File: src/design/ctrl_regs_pkg.sv
// Register map, field layout, reset values and timing counts of the
// controller control and self-test register group.
// Assumes a 32-bit APB with byte addressing and a 200 MHz pclk.
package ctrl_regs_pkg;

  // Bus widths
  localparam int ADDR_W = 32;
  localparam int DATA_W = 32;

  // Register byte addresses
  localparam logic [ADDR_W-1:0] ADDR_BITSTREAM_VERSION = 32'h4000_0010;
  localparam logic [ADDR_W-1:0] ADDR_MAIN_CONTROL = 32'h4000_0014;
  localparam logic [ADDR_W-1:0] ADDR_SELF_TEST_TRIGGER = 32'h4000_0018;
  localparam logic [ADDR_W-1:0] ADDR_SYNC_ERROR_CLEAR = 32'h4000_0024;
  localparam logic [ADDR_W-1:0] ADDR_SYNC_ERROR_STATUS = 32'h4000_0028;
  localparam logic [ADDR_W-1:0] ADDR_LANE_TEST_RESULT_CH0 = 32'h4000_002c;
  localparam logic [ADDR_W-1:0] ADDR_IRQ_STATUS = 32'h4000_0030;
  localparam logic [ADDR_W-1:0] ADDR_IRQ_MASK = 32'h4000_0034;

  // Version word field positions
  localparam int BUILD_NUMBER_LSB = 0;
  localparam int BUILD_NUMBER_W = 12;
  localparam int MAJOR_VERSION_LSB = 12;
  localparam int MAJOR_VERSION_W = 8;
  localparam int MINOR_VERSION_LSB = 20;
  localparam int MINOR_VERSION_W = 8;
  localparam int BUILD_LEVEL_LSB = 28;
  localparam int BUILD_LEVEL_W = 4;

  // Single-bit field positions
  localparam int WATCHDOG_ENABLE_BIT = 0;
  localparam int INTEGRITY_TEST_BIT = 0;
  localparam int LOW_SPEED_BUS_TEST_BIT = 1;
  localparam int SYNC_ERROR_LATCH_CLEAR_BIT = 0;
  localparam int SYNC_ERROR_FLAG_BIT = 0;

  // Interrupt status and mask layout
  localparam int IRQ_SYNC_ERROR_BIT = 0;
  localparam int IRQ_INTEGRITY_DONE_BIT = 1;
  localparam int IRQ_LOW_SPEED_DONE_BIT = 2;
  localparam int IRQ_W = 3;

  // Reset values
  localparam logic RST_WATCHDOG_ENABLE = 1'b1;
  localparam logic RST_SYNC_ERROR_LATCH_CLEAR = 1'b0;
  localparam logic [IRQ_W-1:0] RST_IRQ_MASK = 3'h0;
  localparam logic [DATA_W-1:0] RST_ZERO_WORD = 32'h0000_0000;

  // Clock and the least hold time of the latch clear bit
  localparam int CLK_PERIOD_PS = 5000;
  localparam int LATCH_CLEAR_HOLD_NS = 500;
  localparam int LATCH_CLEAR_HOLD_CYC =
    (LATCH_CLEAR_HOLD_NS * 1000 + CLK_PERIOD_PS - 1) / CLK_PERIOD_PS;
  localparam int HOLD_CNT_W = 8;

  // Bus slave phase
  typedef enum logic [1:0] {
    APB_IDLE = 2'b01,
    APB_ACCESS = 2'b10
  } apb_state_t;

endpackage

File: src/design/controller_control_self_test_regs.sv
// Control and self-test register group of the micromirror array controller:
// version word, watchdog enable, self-test triggers, sync-error latch,
// channel 0 lane results and a maskable interrupt, all behind an APB slave.
// Assumes all inputs are synchronous to pclk and the master follows APB.
`timescale 1ns/10ps
module controller_control_self_test_regs
  import ctrl_regs_pkg::*;
#(
  parameter int LANES = 8,
  parameter logic [11:0] BUILD_NUMBER = 12'h000,
  parameter logic [7:0] MAJOR_VERSION = 8'h00,
  parameter logic [7:0] MINOR_VERSION = 8'h00
) (
  // Clock and reset
  input wire logic pclk,
  input wire logic presetn,
  // APB slave
  input wire logic psel,
  input wire logic penable,
  input wire logic pwrite,
  input wire logic [ctrl_regs_pkg::ADDR_W-1:0] paddr,
  input wire logic [ctrl_regs_pkg::DATA_W-1:0] pwdata,
  input wire logic [3:0] pstrb,
  output logic pready,
  output logic pslverr,
  output logic [ctrl_regs_pkg::DATA_W-1:0] prdata,
  // Watchdog control
  output logic watchdog_enable,
  // Self-test launch pulses
  output logic integrity_test_trigger,
  output logic low_speed_bus_test_trigger,
  // Self-test completion and results
  input wire logic integrity_test_done,
  input wire logic low_speed_bus_test_done,
  input wire logic [LANES-1:0] ch0_lane_pass,
  // Interface sync error event
  input wire logic sync_error_event,
  // Interrupt and latch state
  output logic sync_error_latch_clear,
  output logic irq
);
  import ctrl_regs_pkg::*;

  // Refuse lane counts the result word cannot carry
  if (LANES < 1 || LANES > DATA_W) begin : g_bad_lanes
    $error("LANES must be between 1 and 32");
  end

  // The hold counter must reach the 500 ns count without wrapping
  if (LATCH_CLEAR_HOLD_CYC >= (1 << HOLD_CNT_W)) begin : g_bad_hold
    $error("HOLD_CNT_W too narrow for the latch clear hold count");
  end

  // Bus phase state
  apb_state_t state_r;
  apb_state_t state_nxt;

  // Registered state
  logic [DATA_W-1:0] prdata_r;
  logic [DATA_W-1:0] rdata_nxt;
  logic watchdog_enable_r;
  logic latch_clear_r;
  logic [LANES-1:0] lane_pass_r;
  logic [IRQ_W-1:0] irq_mask_r;
  logic [HOLD_CNT_W-1:0] hold_cnt_r;
  logic hold_met_r;

  // Decoded strobes
  logic setup_phase;
  logic access_done;
  logic wr_en;
  logic rd_en;
  logic addr_hit;
  logic lane0_strb;
  logic sync_error_flag;
  logic [IRQ_W-1:0] irq_status;
  logic [IRQ_W-1:0] irq_event;
  logic [IRQ_W-1:0] irq_rd_clr;
  logic [DATA_W-1:0] version_word;

  // Per-register write strobes and the status read strobe
  logic wr_main_control;
  logic wr_self_test;
  logic wr_latch_clear;
  logic wr_irq_mask;
  logic rd_irq_status;

  // Address hit check for every mapped register
  always_comb begin
    case (paddr)
      ADDR_BITSTREAM_VERSION,
      ADDR_MAIN_CONTROL,
      ADDR_SELF_TEST_TRIGGER,
      ADDR_SYNC_ERROR_CLEAR,
      ADDR_SYNC_ERROR_STATUS,
      ADDR_LANE_TEST_RESULT_CH0,
      ADDR_IRQ_STATUS,
      ADDR_IRQ_MASK: addr_hit = 1'b1;
      default: addr_hit = 1'b0;
    endcase
  end

  // Setup cycle detection and completion of the access phase
  assign setup_phase = psel && !penable;
  assign access_done = (state_r == APB_ACCESS) && psel && penable;
  assign wr_en = access_done && pwrite && addr_hit;
  assign rd_en = access_done && !pwrite && addr_hit;
  // All writable fields sit in byte lane 0
  assign lane0_strb = pstrb[0];

  // One decode per register keeps every write path gated the same way;
  // a write with byte 0 strobed off completes but changes nothing
  assign wr_main_control = wr_en && lane0_strb && (paddr == ADDR_MAIN_CONTROL);
  assign wr_self_test = wr_en && lane0_strb && (paddr == ADDR_SELF_TEST_TRIGGER);
  assign wr_latch_clear = wr_en && lane0_strb && (paddr == ADDR_SYNC_ERROR_CLEAR);
  assign wr_irq_mask = wr_en && lane0_strb && (paddr == ADDR_IRQ_MASK);
  assign rd_irq_status = rd_en && (paddr == ADDR_IRQ_STATUS);

  // Zero-wait slave: ready as soon as the access phase is seen.
  // No wait states are ever inserted, so every access completes
  // in its first access cycle.
  assign pready = access_done;
  assign pslverr = access_done && !addr_hit;

  // Phase sequencing
  // Access always falls back to idle; a setup that follows at once
  // is picked up again from idle in the very next cycle
  always_comb begin
    case (state_r)
      APB_IDLE: begin
        if (setup_phase) begin
          state_nxt = APB_ACCESS;
        end else begin
          state_nxt = APB_IDLE;
        end
      end
      APB_ACCESS: begin
        state_nxt = APB_IDLE;
      end
      default: begin
        state_nxt = APB_IDLE;
      end
    endcase
  end

  always_ff @(posedge pclk or negedge presetn) begin
    if (!presetn) begin
      state_r <= APB_IDLE;
    end else begin
      state_r <= state_nxt;
    end
  end

  // Build fields are fixed when the bitstream is built
  // Version word; the build level field is unused and stays zero
  always_comb begin
    version_word = RST_ZERO_WORD;
    version_word[BUILD_NUMBER_LSB +: BUILD_NUMBER_W] = BUILD_NUMBER;
    version_word[MAJOR_VERSION_LSB +: MAJOR_VERSION_W] = MAJOR_VERSION;
    version_word[MINOR_VERSION_LSB +: MINOR_VERSION_W] = MINOR_VERSION;
    version_word[BUILD_LEVEL_LSB +: BUILD_LEVEL_W] = 4'h0;
  end

  // Read mux; captured in the setup cycle so prdata comes from a flop
  // With zero wait states this costs no latency and keeps the
  // address decode out of the read data path
  always_comb begin
    rdata_nxt = RST_ZERO_WORD;
    case (paddr)
      ADDR_BITSTREAM_VERSION: begin
        rdata_nxt = version_word;
      end
      ADDR_MAIN_CONTROL: begin
        rdata_nxt[WATCHDOG_ENABLE_BIT] = watchdog_enable_r;
      end
      ADDR_SELF_TEST_TRIGGER: begin
        rdata_nxt = RST_ZERO_WORD;
      end
      ADDR_SYNC_ERROR_CLEAR: begin
        rdata_nxt[SYNC_ERROR_LATCH_CLEAR_BIT] = latch_clear_r;
      end
      ADDR_SYNC_ERROR_STATUS: begin
        rdata_nxt[SYNC_ERROR_FLAG_BIT] = sync_error_flag;
      end
      ADDR_LANE_TEST_RESULT_CH0: begin
        rdata_nxt[LANES-1:0] = lane_pass_r;
      end
      ADDR_IRQ_STATUS: begin
        rdata_nxt[IRQ_W-1:0] = irq_status;
      end
      ADDR_IRQ_MASK: begin
        rdata_nxt[IRQ_W-1:0] = irq_mask_r;
      end
      default: begin
        rdata_nxt = RST_ZERO_WORD;
      end
    endcase
  end

  always_ff @(posedge pclk or negedge presetn) begin
    if (!presetn) begin
      prdata_r <= RST_ZERO_WORD;
    end else if (setup_phase && !pwrite) begin
      prdata_r <= rdata_nxt;
    end
  end

  // Holds until the next read setup, so a late sampler still sees it
  assign prdata = prdata_r;

  // Watchdog enable; runs by default until software writes zero
  always_ff @(posedge pclk or negedge presetn) begin
    if (!presetn) begin
      watchdog_enable_r <= RST_WATCHDOG_ENABLE;
    end else if (wr_main_control) begin
      watchdog_enable_r <= pwdata[WATCHDOG_ENABLE_BIT];
    end
  end

  assign watchdog_enable = watchdog_enable_r;

  // Self-test launches; nothing is stored, so reads return zero
  trigger_pulse u_integrity_trigger (
    .clk(pclk),
    .rst_n(presetn),
    .fire(wr_self_test && pwdata[INTEGRITY_TEST_BIT]),
    .pulse(integrity_test_trigger)
  );

  trigger_pulse u_low_speed_trigger (
    .clk(pclk),
    .rst_n(presetn),
    .fire(wr_self_test && pwdata[LOW_SPEED_BUS_TEST_BIT]),
    .pulse(low_speed_bus_test_trigger)
  );

  // Latch clear bit, written to one and later back to zero by software
  // While it is high the flag stays at zero and new errors are dropped,
  // so an error inside the clear window is lost by design
  always_ff @(posedge pclk or negedge presetn) begin
    if (!presetn) begin
      latch_clear_r <= RST_SYNC_ERROR_LATCH_CLEAR;
    end else if (wr_latch_clear) begin
      latch_clear_r <= pwdata[SYNC_ERROR_LATCH_CLEAR_BIT];
    end
  end

  assign sync_error_latch_clear = latch_clear_r;

  // Hold-time monitor; an early release still arms, the flag only tells
  // Software owns the wait; the counter only measures it
  always_ff @(posedge pclk or negedge presetn) begin
    if (!presetn) begin
      hold_cnt_r <= '0;
      hold_met_r <= 1'b0;
    end else if (!latch_clear_r) begin
      hold_cnt_r <= '0;
      hold_met_r <= 1'b0;
    end else if (hold_cnt_r != HOLD_CNT_W'(LATCH_CLEAR_HOLD_CYC)) begin
      hold_cnt_r <= hold_cnt_r + 1'b1;
    end else begin
      hold_met_r <= 1'b1;
    end
  end

  // Sticky sync-error flag; the clear level wins over a new error
  // No clear pulse: only the clear register's level may drop the flag
  sticky_flag u_sync_error (
    .clk(pclk),
    .rst_n(presetn),
    .set(sync_error_event),
    .clr(1'b0),
    .hold(latch_clear_r),
    .flag(sync_error_flag)
  );

  // Channel 0 lane results, latched when the integrity test completes
  // A read during a running test still shows the previous run,
  // never a half-finished set of lanes
  always_ff @(posedge pclk or negedge presetn) begin
    if (!presetn) begin
      lane_pass_r <= '0;
    end else if (integrity_test_done) begin
      lane_pass_r <= ch0_lane_pass;
    end
  end

  // Interrupt mask
  // Masking gates only the output; status bits keep collecting
  always_ff @(posedge pclk or negedge presetn) begin
    if (!presetn) begin
      irq_mask_r <= RST_IRQ_MASK;
    end else if (wr_irq_mask) begin
      irq_mask_r <= pwdata[IRQ_W-1:0];
    end
  end

  // Interrupt events; the sync error event is gated like the flag itself
  always_comb begin
    irq_event = '0;
    irq_event[IRQ_SYNC_ERROR_BIT] = sync_error_event && !latch_clear_r;
    irq_event[IRQ_INTEGRITY_DONE_BIT] = integrity_test_done;
    irq_event[IRQ_LOW_SPEED_DONE_BIT] = low_speed_bus_test_done;
  end

  // Read clears only bits that were actually returned, so an event
  // landing after the setup capture is never lost
  assign irq_rd_clr = rd_irq_status ? prdata_r[IRQ_W-1:0] : '0;

  // One sticky bit per interrupt source
  for (genvar i = 0; i < IRQ_W; i++) begin : g_irq
    sticky_flag u_irq_bit (
      .clk(pclk),
      .rst_n(presetn),
      .set(irq_event[i]),
      .clr(irq_rd_clr[i]),
      .hold(1'b0),
      .flag(irq_status[i])
    );
  end

  // Level interrupt while any unmasked bit is pending
  // Combinational from flops, so irq follows status one cycle after the event
  assign irq = |(irq_status & irq_mask_r);

endmodule

File: src/design/sticky_flag.sv
// One sticky status bit with a clear pulse and a clear-hold level.
// Assumes set, clr and hold are synchronous to clk.
`timescale 1ns/10ps
module sticky_flag (
  // Clock and reset
  input wire logic clk,
  input wire logic rst_n,
  // Control
  input wire logic set,
  input wire logic clr,
  input wire logic hold,
  // State
  output logic flag
);

  logic flag_r;

  // Hold beats everything; a set beats a same-cycle clear pulse
  always_ff @(posedge clk or negedge rst_n) begin
    if (!rst_n) begin
      flag_r <= 1'b0;
    end else if (hold) begin
      flag_r <= 1'b0;
    end else if (set) begin
      flag_r <= 1'b1;
    end else if (clr) begin
      flag_r <= 1'b0;
    end
  end

  assign flag = flag_r;

endmodule

File: src/design/trigger_pulse.sv
// Self-clearing trigger: a write of one yields a single-cycle pulse.
// Assumes fire is a one-cycle write strobe qualified by the data bit.
`timescale 1ns/10ps
module trigger_pulse (
  // Clock and reset
  input wire logic clk,
  input wire logic rst_n,
  // Control
  input wire logic fire,
  // Output pulse
  output logic pulse
);

  logic pulse_r;

  // Bit drops back to zero the cycle after it is set
  always_ff @(posedge clk or negedge rst_n) begin
    if (!rst_n) begin
      pulse_r <= 1'b0;
    end else begin
      pulse_r <= fire;
    end
  end

  assign pulse = pulse_r;

endmodule

File: config.mk
export PLATFORM = sky130hd
export DESIGN_NAME = controller_control_self_test_regs
export DESIGN_NICKNAME = d
export VERILOG_FILES = /design/src/design/ctrl_regs_pkg.sv /design/src/design/controller_control_self_test_regs.sv /design/src/design/sticky_flag.sv /design/src/design/trigger_pulse.sv
export SDC_FILE = /design/constraint.sdc
export NUM_CORES = 1
export LEC_CHECK = 0
export BUFFER_PORTS_ARGS = -buffer_cell sky130_fd_sc_hd__buf_4
export CAP_MARGIN = 30
export CELL_PAD_IN_SITES_DETAIL_PLACEMENT = 0
export CELL_PAD_IN_SITES_GLOBAL_PLACEMENT = 1
export CORE_UTILIZATION = 30
export CTS_BUF_LIST = sky130_fd_sc_hd__clkbuf_4
export DETAILED_ROUTE_END_ITERATION = 12
export PLACE_DENSITY_LB_ADDON = 0.1
export SLEW_MARGIN = 20
export SYNTH_ARGS = -nofsm -noshare
export SYNTH_HDL_FRONTEND = slang
export SYNTH_SLANG_ARGS = --single-unit
export TNS_END_PERCENT = 50
File: constraint.sdc
create_clock -name pclk -period 2.5 [get_ports pclk]
set_clock_uncertainty 0.05 [all_clocks]
set_input_delay 0.5 -clock pclk [delete_from_list [all_inputs] [get_ports pclk]]
set_output_delay 0.5 -clock pclk [all_outputs]
set_load 0.005 [all_outputs]
Word-level counts from Yosys, hierarchy flattened

Index checks and enable logic that the tools add are counted.
W data, S select, Z words.

Bits in latches: 0
Memories kept: 0
Memory bits (read-only): 0
Logic and storage cells: 66
Bits in writable memories: 0
Register bits: 29
Input port bits: 84

Multiply operators: 0
Order comparisons: 0
Add/sub/neg operators: 0
Reduce and logical (&&, ||, !) cells: 28
Eq/ne operators: 10
Bitwise gates (word level): 1
Mux-type cells: 15
Shift-type cells: 0
Divide/modulo/power cells: 0

Operators by type and width:

| kind                   | number |
|---|---|
| $eq A32 B31 Y1 const B | 8 |
| $logic_and A1 B1 Y1    | 18 |
| $mux W1                | 9 |
| $reduce_bool A2 Y1     | 4 |
| $reduce_or A8 Y1       | 1 |
| $pmux W1 S6            | 1 |
| $pmux W2 S3            | 1 |
| $mux W5                | 1 |
| $logic_not A1 Y1       | 4 |
| $mux W2                | 2 |
| $and A3 B3 Y3          | 1 |
| $mux W3                | 1 |
| $reduce_or A3 Y1       | 1 |
| $eq A2 B1 Y1 const B   | 1 |
| $eq A2 B2 Y1 const B   | 1 |

Longest topological paths before layout

Gate-level depths: netlist (run 1).

Depth in word-level cells: 9
Mapped depth: 5

Modules after synthesis

Synthesis (run 1) repeated with hierarchy kept, for this count alone.

Cells, all modules: 165
Area, all modules: 1834.3 sq um

Modules (own cells, without submodules):

| module                            | area each (sq um) | sequential area each (sq um) | times used | cells an instance |
|---|---|---|---|---|
| controller_control_self_test_regs | 1609.0            | 578.1                        | 1          | 147 |
| sticky_flag                       | 43.8              | 25.0                         | 4          | 4 |
| trigger_pulse                     | 25.0              | 25.0                         | 2          | 1 |

Worst setup path before layout (run 1)

OpenSTA, ideal clock, no wires.

Path type: in2reg
Start point: input paddr[7] in the netlist's numbering
End point: register irq_mask_r[0]
Data required time: 2.325 ns
Setup slack: 0.162 ns
Arrival time: 2.163 ns
Setup time: 0.125 ns
Stages on the path: 5
Path through: or4_1 > clkbuf_2 > or3_4 > nor4b_4 > mux2_2

Cells in the longest elaborated chain, start to end: 6

RTL lines:

| what                                     | line                                                                              | RTL |
|---|---|---|
| start, declared                          | controller_control_self_test_regs.sv:21                                           | `input wire logic [ctrl_regs_pkg::ADDR_W-1:0] paddr,` |
| $eq A32 B31 Y1, on equally long branches | controller_control_self_test_regs.sv:90, controller_control_self_test_regs.sv:116 |  |
| $reduce_or A8 Y1                         | controller_control_self_test_regs.sv:90                                           | `case (paddr)` |
| $mux W1                                  | controller_control_self_test_regs.sv:90                                           |  |
| $logic_and A1 B1 Y1                      | controller_control_self_test_regs.sv:106                                          | `assign wr_en = access_done && pwrite && addr_hit;` |
| $logic_and A1 B1 Y1                      | controller_control_self_test_regs.sv:116                                          | `assign wr_irq_mask = wr_en && lane0_strb && (paddr == ADDR_IRQ_MASK);` |
| $logic_and A1 B1 Y1 (*)                  | controller_control_self_test_regs.sv:116                                          |  |
| end signal, assigned                     | controller_control_self_test_regs.sv:294                                          | `irq_mask_r <= pwdata[IRQ_W-1:0];` |
| end, declared                            | controller_control_self_test_regs.sv:64                                           | `logic [IRQ_W-1:0] irq_mask_r;` |

Every way passes the cells marked *; elsewhere a longest branch is shown, timed or not.
A chain may end at the register's enable or synchronous reset.

Final worst setup path (run 1)

Start point: input paddr[13] in the netlist's numbering
End point: output pslverr

Cells in the longest elaborated chain, start to end: 5

RTL lines:

| what                    | line                                     | RTL |
|---|---|---|
| $eq A32 B31 Y1          | controller_control_self_test_regs.sv:90  |  |
| $reduce_or A8 Y1 (*)    | controller_control_self_test_regs.sv:90  |  |
| $mux W1 (*)             | controller_control_self_test_regs.sv:90  |  |
| $logic_not A1 Y1 (*)    | controller_control_self_test_regs.sv:123 | `assign pslverr = access_done && !addr_hit;` |
| $logic_and A1 B1 Y1 (*) | controller_control_self_test_regs.sv:123 |  |
| end, declared           | controller_control_self_test_regs.sv:25  | `output logic pslverr,` |

Marks and branches as above.

==> results summary, run 1 <==
The flow ran to the end, and the final reports show no timing, DRC or antenna violations. Each instance of the synthesized netlist takes up on average around 10 um^2. The root buffer cell chosen for the clock tree is sky130_fd_sc_hd__clkbuf_4. The switching power as a share of total power came out at 25.99%. The synthesized instance count is 168. The remaining design rule violation count came out at 0. The post-placement cell count came out at between 300 and 400. The relative contribution of sequential cells to total power is 53.4%.

The maximum ir drop on the vdd rail came out at 0.3235 mV. In the synthesized netlist the dominant register cell turns out to be sky130_fd_sc_hd__dfrtp_1. In this run the cell area measured after placement is around 2300 um^2. After the first detailed-routing iteration, the DRC count stood at 50. The count of flip-flops with a built-in enable after synthesis came out at 0.

The destination of the worst register-to-register timing path is irq_mask_r[0]. The detailed-route wire length came out at between 4000 and 5000 um. After filler insertion, the fill cell instance count of the layout stands at approximately 570. From bottom edge to top edge, the die measures 78.22 um.

The final hold violation count is 0. In the final layout, the multi-input gates occupy 867.1 um^2. Leaving out fill and tap cells, the most frequent cell in the layout is sky130_fd_sc_hd__buf_4. The placeable core area is 5540 um^2. The post-synthesis cell type count is 43.

The max-slew violation count is 0. No sink is reached through more buffers than the 2 on the longest clock path. The combinational share of power is 15.7%.

The antenna diode count is 0. The clock insertion delay at the later pin of the skew report came out at 0.32 ns. The global-route wire length before repair is 7438 um. The clock sink count came out at 29. The die extent in x came out at slightly below 80 um. The clock network accounts for 30.9% of the total power.

The wire length per cell came out at 14.97 um. The vias per cell is 4.911. The global placement routability congestion is 0.7666.

The number of global-route vias before repair came out at approximately 1,500. TritonCTS built the clock tree. The TritonCTS buffer count is 5. The number of antenna violations at the first check in global routing came out at 0. The final cycle utilization of the critical path came out at 88.73%. The remaining number of nets flagged by the antenna check after routing came out at 0. The post-route total power is 0.0009231 W. The shortest clock period the worst path allows after layout is between 2 and 2.5 ns.

For this run, asynchronously set or reset flops after synthesis account for between 90% and 100%. The area overhead of the layout relative to synthesis came out at 33.45%. The cell accounting for the most synthesized area is sky130_fd_sc_hd__dfrtp_1. The worst setup path is captured at an output pin. The fraction of final layout cells with drive strength greater than 1 came out at 45.68%. The number of setup buffers added after CTS is 0. The clock transition time at the flip-flop clock pins of the worst setup and hold paths is 0.10 ns. Setup repair after global routing left no endpoint under its margin.

The detailed-routing iteration count for the pre-antenna-repair pass is 4. For this run the aggregate overflow at the end of global routing stands at 0. The switching power of the nets is 0.0002399 W. The endpoint arrival time on the critical path is roughly 1.7 ns. The length in cells of the worst reg-to-reg path is 4. In the layout the commonest cells are sky130_fd_sc_hd__buf_4 (74), sky130_fd_sc_hd__dfrtp_1 (27), sky130_fd_sc_hd__conb_1 (24). Entering global routing, the biggest net connects 30 pins. The synthesis-stage register bit count is 29. The total half-perimeter wirelength after legalization and detailed placement came out at 3599 um. The post-synthesis cell area is roughly 1700 um^2.

The proportion of netlist area held by the largest area contributor came out at between 30% and 40%. For the pin with the worst max-slew slack, the measured transition is between 0.6 and 0.7 ns. The worst max-slew margin expressed relative to the limit is 56.88%. The count of final setup violators came out at 0. The count of pins on the block boundary came out at 123. The overall via count from detail_route came out at 1,547. The starting utilization of the core area is between 30% and 40%.

Across all register-to-register paths, the minimum setup slack is ~0.48 ns. The startpoint identified for the worst register-to-register timing path is state_r[0]. In this run the worst hold path is classified as in2async. For this run, the top clock speed supported by timing is between 400 and 500 MHz. The row count is 27. The ratio of total power to cell area came out at 396.9 nW/um^2. Ranked by total cell area, the synthesized netlist is headed by sky130_fd_sc_hd__dfrtp_1 (39%), sky130_fd_sc_hd__buf_4 (10%), sky130_fd_sc_hd__mux2_2 (9.0%). Port buffering added 66 buffers. The number of gates given a new drive strength after cts is 0. The number of nets in the layout is 326. Buffers inserted to repair hold after CTS numbered 0.

After the flow finishes, the layout carries non-filler instances totaling ~320. The aggregate global-route resource usage came out at 16.00%. Of all nets on the critical path, the largest fanout is 10. The max-capacitance violation count is 0. The total leakage power is 1.088 nW.

Sequential cells were found to cover 41.78% of the synthesized design area. The count of synthesis-stage warnings from yosys is 0. The sequential cells in the finished layout cover a total of 728.2 um^2. The number of levels the H-tree was split into is 2. The internal power of the cells came out at around 0.00068 W.

The type of the setup path with the least slack is in2out. STA classifies the critical path startpoint as an input port. The die covers 6118 um^2. The required time at the worst-slack endpoint is about 2.0 ns. The post-route cell area is 2326 um^2.
[through the flow]
step,hold slack [ns],utilization [%],setup TNS [ns],setup slack (ns)
6_report,0.03734,41.98,0,0.2817
5_1_grt,0.04046,41.98,0,0.1533
3_5_place_dp,0.4039,40.99,-0.02760,-0.01601
2_1_floorplan,0.1544,-,0,0.1620
3_3_place_gp,0.3788,40.99,0,0.007381
4_1_cts,0.03507,41.98,0,0.2681
[worst max-delay path: stages]
cell and delay (ns):
sky130_fd_sc_hd__buf_4 0.10, sky130_fd_sc_hd__nor4_1 0.27, sky130_fd_sc_hd__nand2_1 0.33, sky130_fd_sc_hd__nor2_1 0.18, sky130_fd_sc_hd__a31oi_1 0.11, sky130_fd_sc_hd__buf_4 0.18
[cells by family after synthesis]
| logic type | Yosys count | synth area share [%] |
|---|---|---|
| AO/OA/AOI/OAI | 25 | 11.49 |
| buffers and inverters | 38 | 13.42 |
| flip-flops | 29 | 41.78 |
| multiplexers | 14 | 9.045 |
| other | 1 | 0.2152 |
| AND/OR/NAND/NOR | 61 | 24.05 |
[synthesized netlist by cell type, types with 2 or more instances]
| cell type | number |
|---|---|
| sky130_fd_sc_hd__a2111oi_0 | 2 |
| sky130_fd_sc_hd__a21oi_1 | 2 |
| sky130_fd_sc_hd__a221oi_1 | 2 |
| sky130_fd_sc_hd__a22oi_1 | 2 |
| sky130_fd_sc_hd__a31o_2 | 6 |
| sky130_fd_sc_hd__and2_0 | 4 |
| sky130_fd_sc_hd__and2_1 | 2 |
| sky130_fd_sc_hd__buf_4 | 24 |
| sky130_fd_sc_hd__clkbuf_1 | 5 |
| sky130_fd_sc_hd__dfrtp_1 | 27 |
| sky130_fd_sc_hd__dfstp_2 | 2 |
| sky130_fd_sc_hd__inv_1 | 8 |
| sky130_fd_sc_hd__mux2_2 | 14 |
| sky130_fd_sc_hd__nand2_1 | 7 |
| sky130_fd_sc_hd__nand2b_1 | 3 |
| sky130_fd_sc_hd__nand3b_1 | 5 |
| sky130_fd_sc_hd__nand4_1 | 3 |
| sky130_fd_sc_hd__nor2_1 | 5 |
| sky130_fd_sc_hd__nor2b_1 | 2 |
| sky130_fd_sc_hd__nor3_1 | 2 |
| sky130_fd_sc_hd__nor3b_1 | 4 |
| sky130_fd_sc_hd__nor4_1 | 8 |
| sky130_fd_sc_hd__nor4b_1 | 3 |
| sky130_fd_sc_hd__o21ai_0 | 2 |
| sky130_fd_sc_hd__o41ai_1 | 4 |
| sky130_fd_sc_hd__or3b_2 | 2 |
| sky130_fd_sc_hd__or4_1 | 2 |
[worst max path at each step]
stage / startpoint / endpoint / slack, ns
floorplan: paddr[7] / irq_mask_r[0] / 0.16
global placement: paddr[7] / irq_mask_r[0] / 0.007
detailed placement: paddr[7] / irq_mask_r[0] / -0.02
CTS: paddr[13] / pslverr / 0.27
global route: paddr[13] / pslverr / 0.15
finish: paddr[13] / pslverr / 0.28
[power groups by stage]
| stage | logic (W) | registers (W) | clock network [W] |
|---|---|---|---|
| final | 0.000145 | 0.000493 | 0.000286 |
| after global routing | 0.000160 | 0.000495 | 0.000324 |
| after CTS | 0.000146 | 0.000493 | 0.000299 |
| after detailed placement | 0.000146 | 0.000502 | 0 |
| after global placement | 0.000142 | 0.000501 | 0 |
| after floorplan | 0.0000798 | 0.000499 | 0 |
[sequential cells by signal (all words and copies together) (netlist names)]
signal / flops
u_low_speed_trigger.pulse: 1
irq_mask_r: 3
watchdog_enable: 1
prdata: 8
state_r: 2
lane_pass_r: 8
u_sync_error.flag: 1
sync_error_latch_clear: 1
u_integrity_trigger.pulse: 1
g_irq.u_irq_bit.flag: 3
[metal layers]
metal	part of all wire (%)	GRT usage, %	up-vias
met4	1.3	5.000	0
li1	-	-	726
met2	47	27.63	77
met3	7.3	3.837	5
met5	0	0	-
met1	44	19.54	739
[final cells by class]
cell class	count	share of cell area, %
inverter	8	1.291
multi-input combinational	124	37.28
clock inverter	2	0.4303
sequential	29	31.31
tap	72	3.873
clock buffer	6	1.937
timing repair buffer	74	23.88
Note: power is estimated with default switching activity, not from simulation.
==> run 2: changes to the inputs <==
==> constraint.sdc (replaced) <==
create_clock -name pclk -period 2.1 [get_ports pclk]
set_clock_uncertainty 0.05 [all_clocks]
set_input_delay 0.42 -clock pclk [delete_from_list [all_inputs] [get_ports pclk]]
set_output_delay 0.42 -clock pclk [all_outputs]
set_load 0.005 [all_outputs]
==> run 2 against run 1 <==
Effect of this change:
- first-iteration DRC count grew 80%
- register-to-register slack worse by 0.37 ns
- via count is 3.0% higher
- critical endpoint is now irq_mask_r[0]
- global-route usage down 0.059 points
- largest cell class unchanged
- combinational power increased by 26%
==> results summary, run 2 (same netlist as run 1, synthesis figures left out) <==
The run finished with clean final reports. The shortest clock period the worst path allows after layout is 2.069 ns. The count of pins on the block boundary is 123. The die outline area came out at 6118 um^2. Once layout is done, the placed cells without fillers occupy 2441 um^2. Port buffering added 66 buffers.

The worst register-to-register path has a depth of 4. The required time at the worst-slack endpoint came out at 2.27 ns. The achievable clock frequency is 483.4 MHz. The worst hold path begins at penable. The global placement routability congestion came out at around 0.83.

The first global-routing pass estimated 7424 um of wire. The largest net degree at the start of global routing came out at 30. The register-to-register setup slack is 0.11 ns. The remaining number of nets flagged by the antenna check after routing came out at 0.

The origin of the critical flop-to-flop path is state_r[0]. The ratio of total power to cell area came out at 452.0 nW/um^2. The final layout contains approximately 340 nets. The detailed-routing iteration count for the pre-antenna-repair pass is 4. The number of cells traversed by the worst hold path came out at 2. The starting utilization of the core area came out at 31.46%. The clock tree synthesis step divided the H-tree into 2 levels. The placeable core area came out at 5540 um^2. After layout, the worst path uses 98.51% of the clock period.

The maximum ir drop on the vdd rail is approximately 0.35 mV. The number of global-route vias before repair came out at 1,585. From synthesis to final layout, the design area changed by 40.06%. The clock sink count is 29.

The height of the chip is 78.22 um. The number of setup buffers added after CTS is 0. For hold timing, the worst endpoint is state_r[1]. The aggregate global-route resource usage is around 16%. Cells fill between 40% and 50% of the core in the end. The die extent in x is 78.22 um.

The final hold violation count is 0. In this run the worst path has a maximum fanout of 3. The worst setup path is captured at a flip-flop.

The endpoint arrival time on the critical path is 2.24 ns. In the final layout, the share of cells above drive strength 1 is 48.83%. The max-capacitance violation count came out at 0. Dividing the detail-routed via count by the number of cells gives 4.857. The type of the setup path with the least slack is in2reg. In the layout the commonest cells are sky130_fd_sc_hd__buf_4 (86), sky130_fd_sc_hd__dfrtp_1 (27), sky130_fd_sc_hd__conb_1 (24). Global routing finished with a remaining overflow of 0. In this run the core area contains 27 standard-cell rows. The clock transition time at the flip-flop clock pins of the worst setup and hold paths came out at 0.10 ns. Once placement finished, the instance area stood at 2361 um^2.

The TritonCTS buffer count came out at 5. The detailed-route wire length is 4652 um. The clock insertion delay at the later pin of the skew report came out at ~0.33 ns.

Setup repair after global routing could not meet its margin everywhere. The post-route total power came out at 0.001103 W. The number of antenna violations at the first check in global routing was 0. The initial DRC count is 90. The wire length per cell is 14.18 um. The measured slew at the worst slew-check pin is 0.6483 ns.

Setup violations remaining at the end of the flow were counted as 0. The remaining design rule violation count is 0. The total leakage power is 1.150 nW. The path class of the tightest hold or removal check is in2reg.

CTS placed an instance of sky130_fd_sc_hd__clkbuf_4 at the clock tree root. The total half-perimeter wirelength after legalization and detailed placement is 3691 um. TritonCTS built the clock tree. In the final timing run, aggregate negative setup slack is 0 ns. The worst max-slew margin expressed relative to the limit came out at 56.69%. The worst register-to-register path ends at irq_mask_r[0]. The max-slew violation count came out at 0.

The overall via count from detail_route came out at 1,593. STA classifies the critical path startpoint as an input port. The clock passes through at most 2 buffers. The commonest non-fill, non-tap cell in the layout is sky130_fd_sc_hd__buf_4.

The antenna diode count is 0.
==> run 2: what timing repair did <==
action                     in CTS  in global routing
hold buffers                    1                  0
setup endpoints to repair       0                  2
hold endpoints to repair       27                  0
resized for setup               0                  3
==> run 2: critical path, stage by stage <==
cell and delay (ns):
sky130_fd_sc_hd__buf_4 0.11, sky130_fd_sc_hd__or4_1 0.58, sky130_fd_sc_hd__or3_4 0.43, sky130_fd_sc_hd__nor4b_4 0.31, sky130_fd_sc_hd__mux2_2 0.38
==> run 2: layer usage <==
metal	part of all wire, %	routed length (um)	vias to the layer above	track usage, %
li1	-	-	754	-
met1	43	1981	746	19.16
met2	48	2230	87	27.46
met3	8.4	390	6	4.186
met4	1.1	49	0	5.370
met5	0	0	-	0
==> run 2: stage by stage <==
stage	cells	setup WS (ns)	hold WS (ns)
6_report	328	0.03138	0.2275
5_1_grt	328	-0.01122	0.2050
4_1_cts	328	0.03194	0.2089
3_5_place_dp	319	-0.3220	0.3228
3_3_place_gp	319	-0.2851	0.3117
2_1_floorplan	191	-0.1580	0.07441
==> run 2: layout make-up <==
type / count / area [um^2]
Fill cell: 559 / 3099
Sequential cell: 29 / 728.2
Timing Repair Buffer: 87 / 655.6
Multi-Input combinational cell: 124 / 882.1
Clock inverter: 3 / 17.52
Clock buffer: 5 / 37.54
Tap cell: 72 / 90.09
Inverter: 8 / 30.03
==> run 2: worst max path at each step <==
| stage | endpoint | depth (start not counted) | startpoint | slack, ns |
|---|---|---|---|---|
| after floorplan | irq_mask_r[0] | 5 | paddr[7] | -0.16 |
| after global placement | irq_mask_r[0] | 5 | paddr[7] | -0.29 |
| after detailed placement | irq_mask_r[0] | 5 | paddr[7] | -0.32 |
| after CTS | irq_mask_r[0] | 5 | paddr[7] | 0.03 |
| after global routing | irq_mask_r[0] | 5 | paddr[7] | -0.01 |
| final | irq_mask_r[0] | 5 | paddr[7] | 0.03 |
==> run 2: where the power goes <==
part / internal (W) / switching (W) / total (W)
clock: 0.000126 / 0.000206 / 0.000332
combinational: 0.000105 / 0.0000781 / 0.000183
sequential: 0.000577 / 0.0000109 / 0.000588
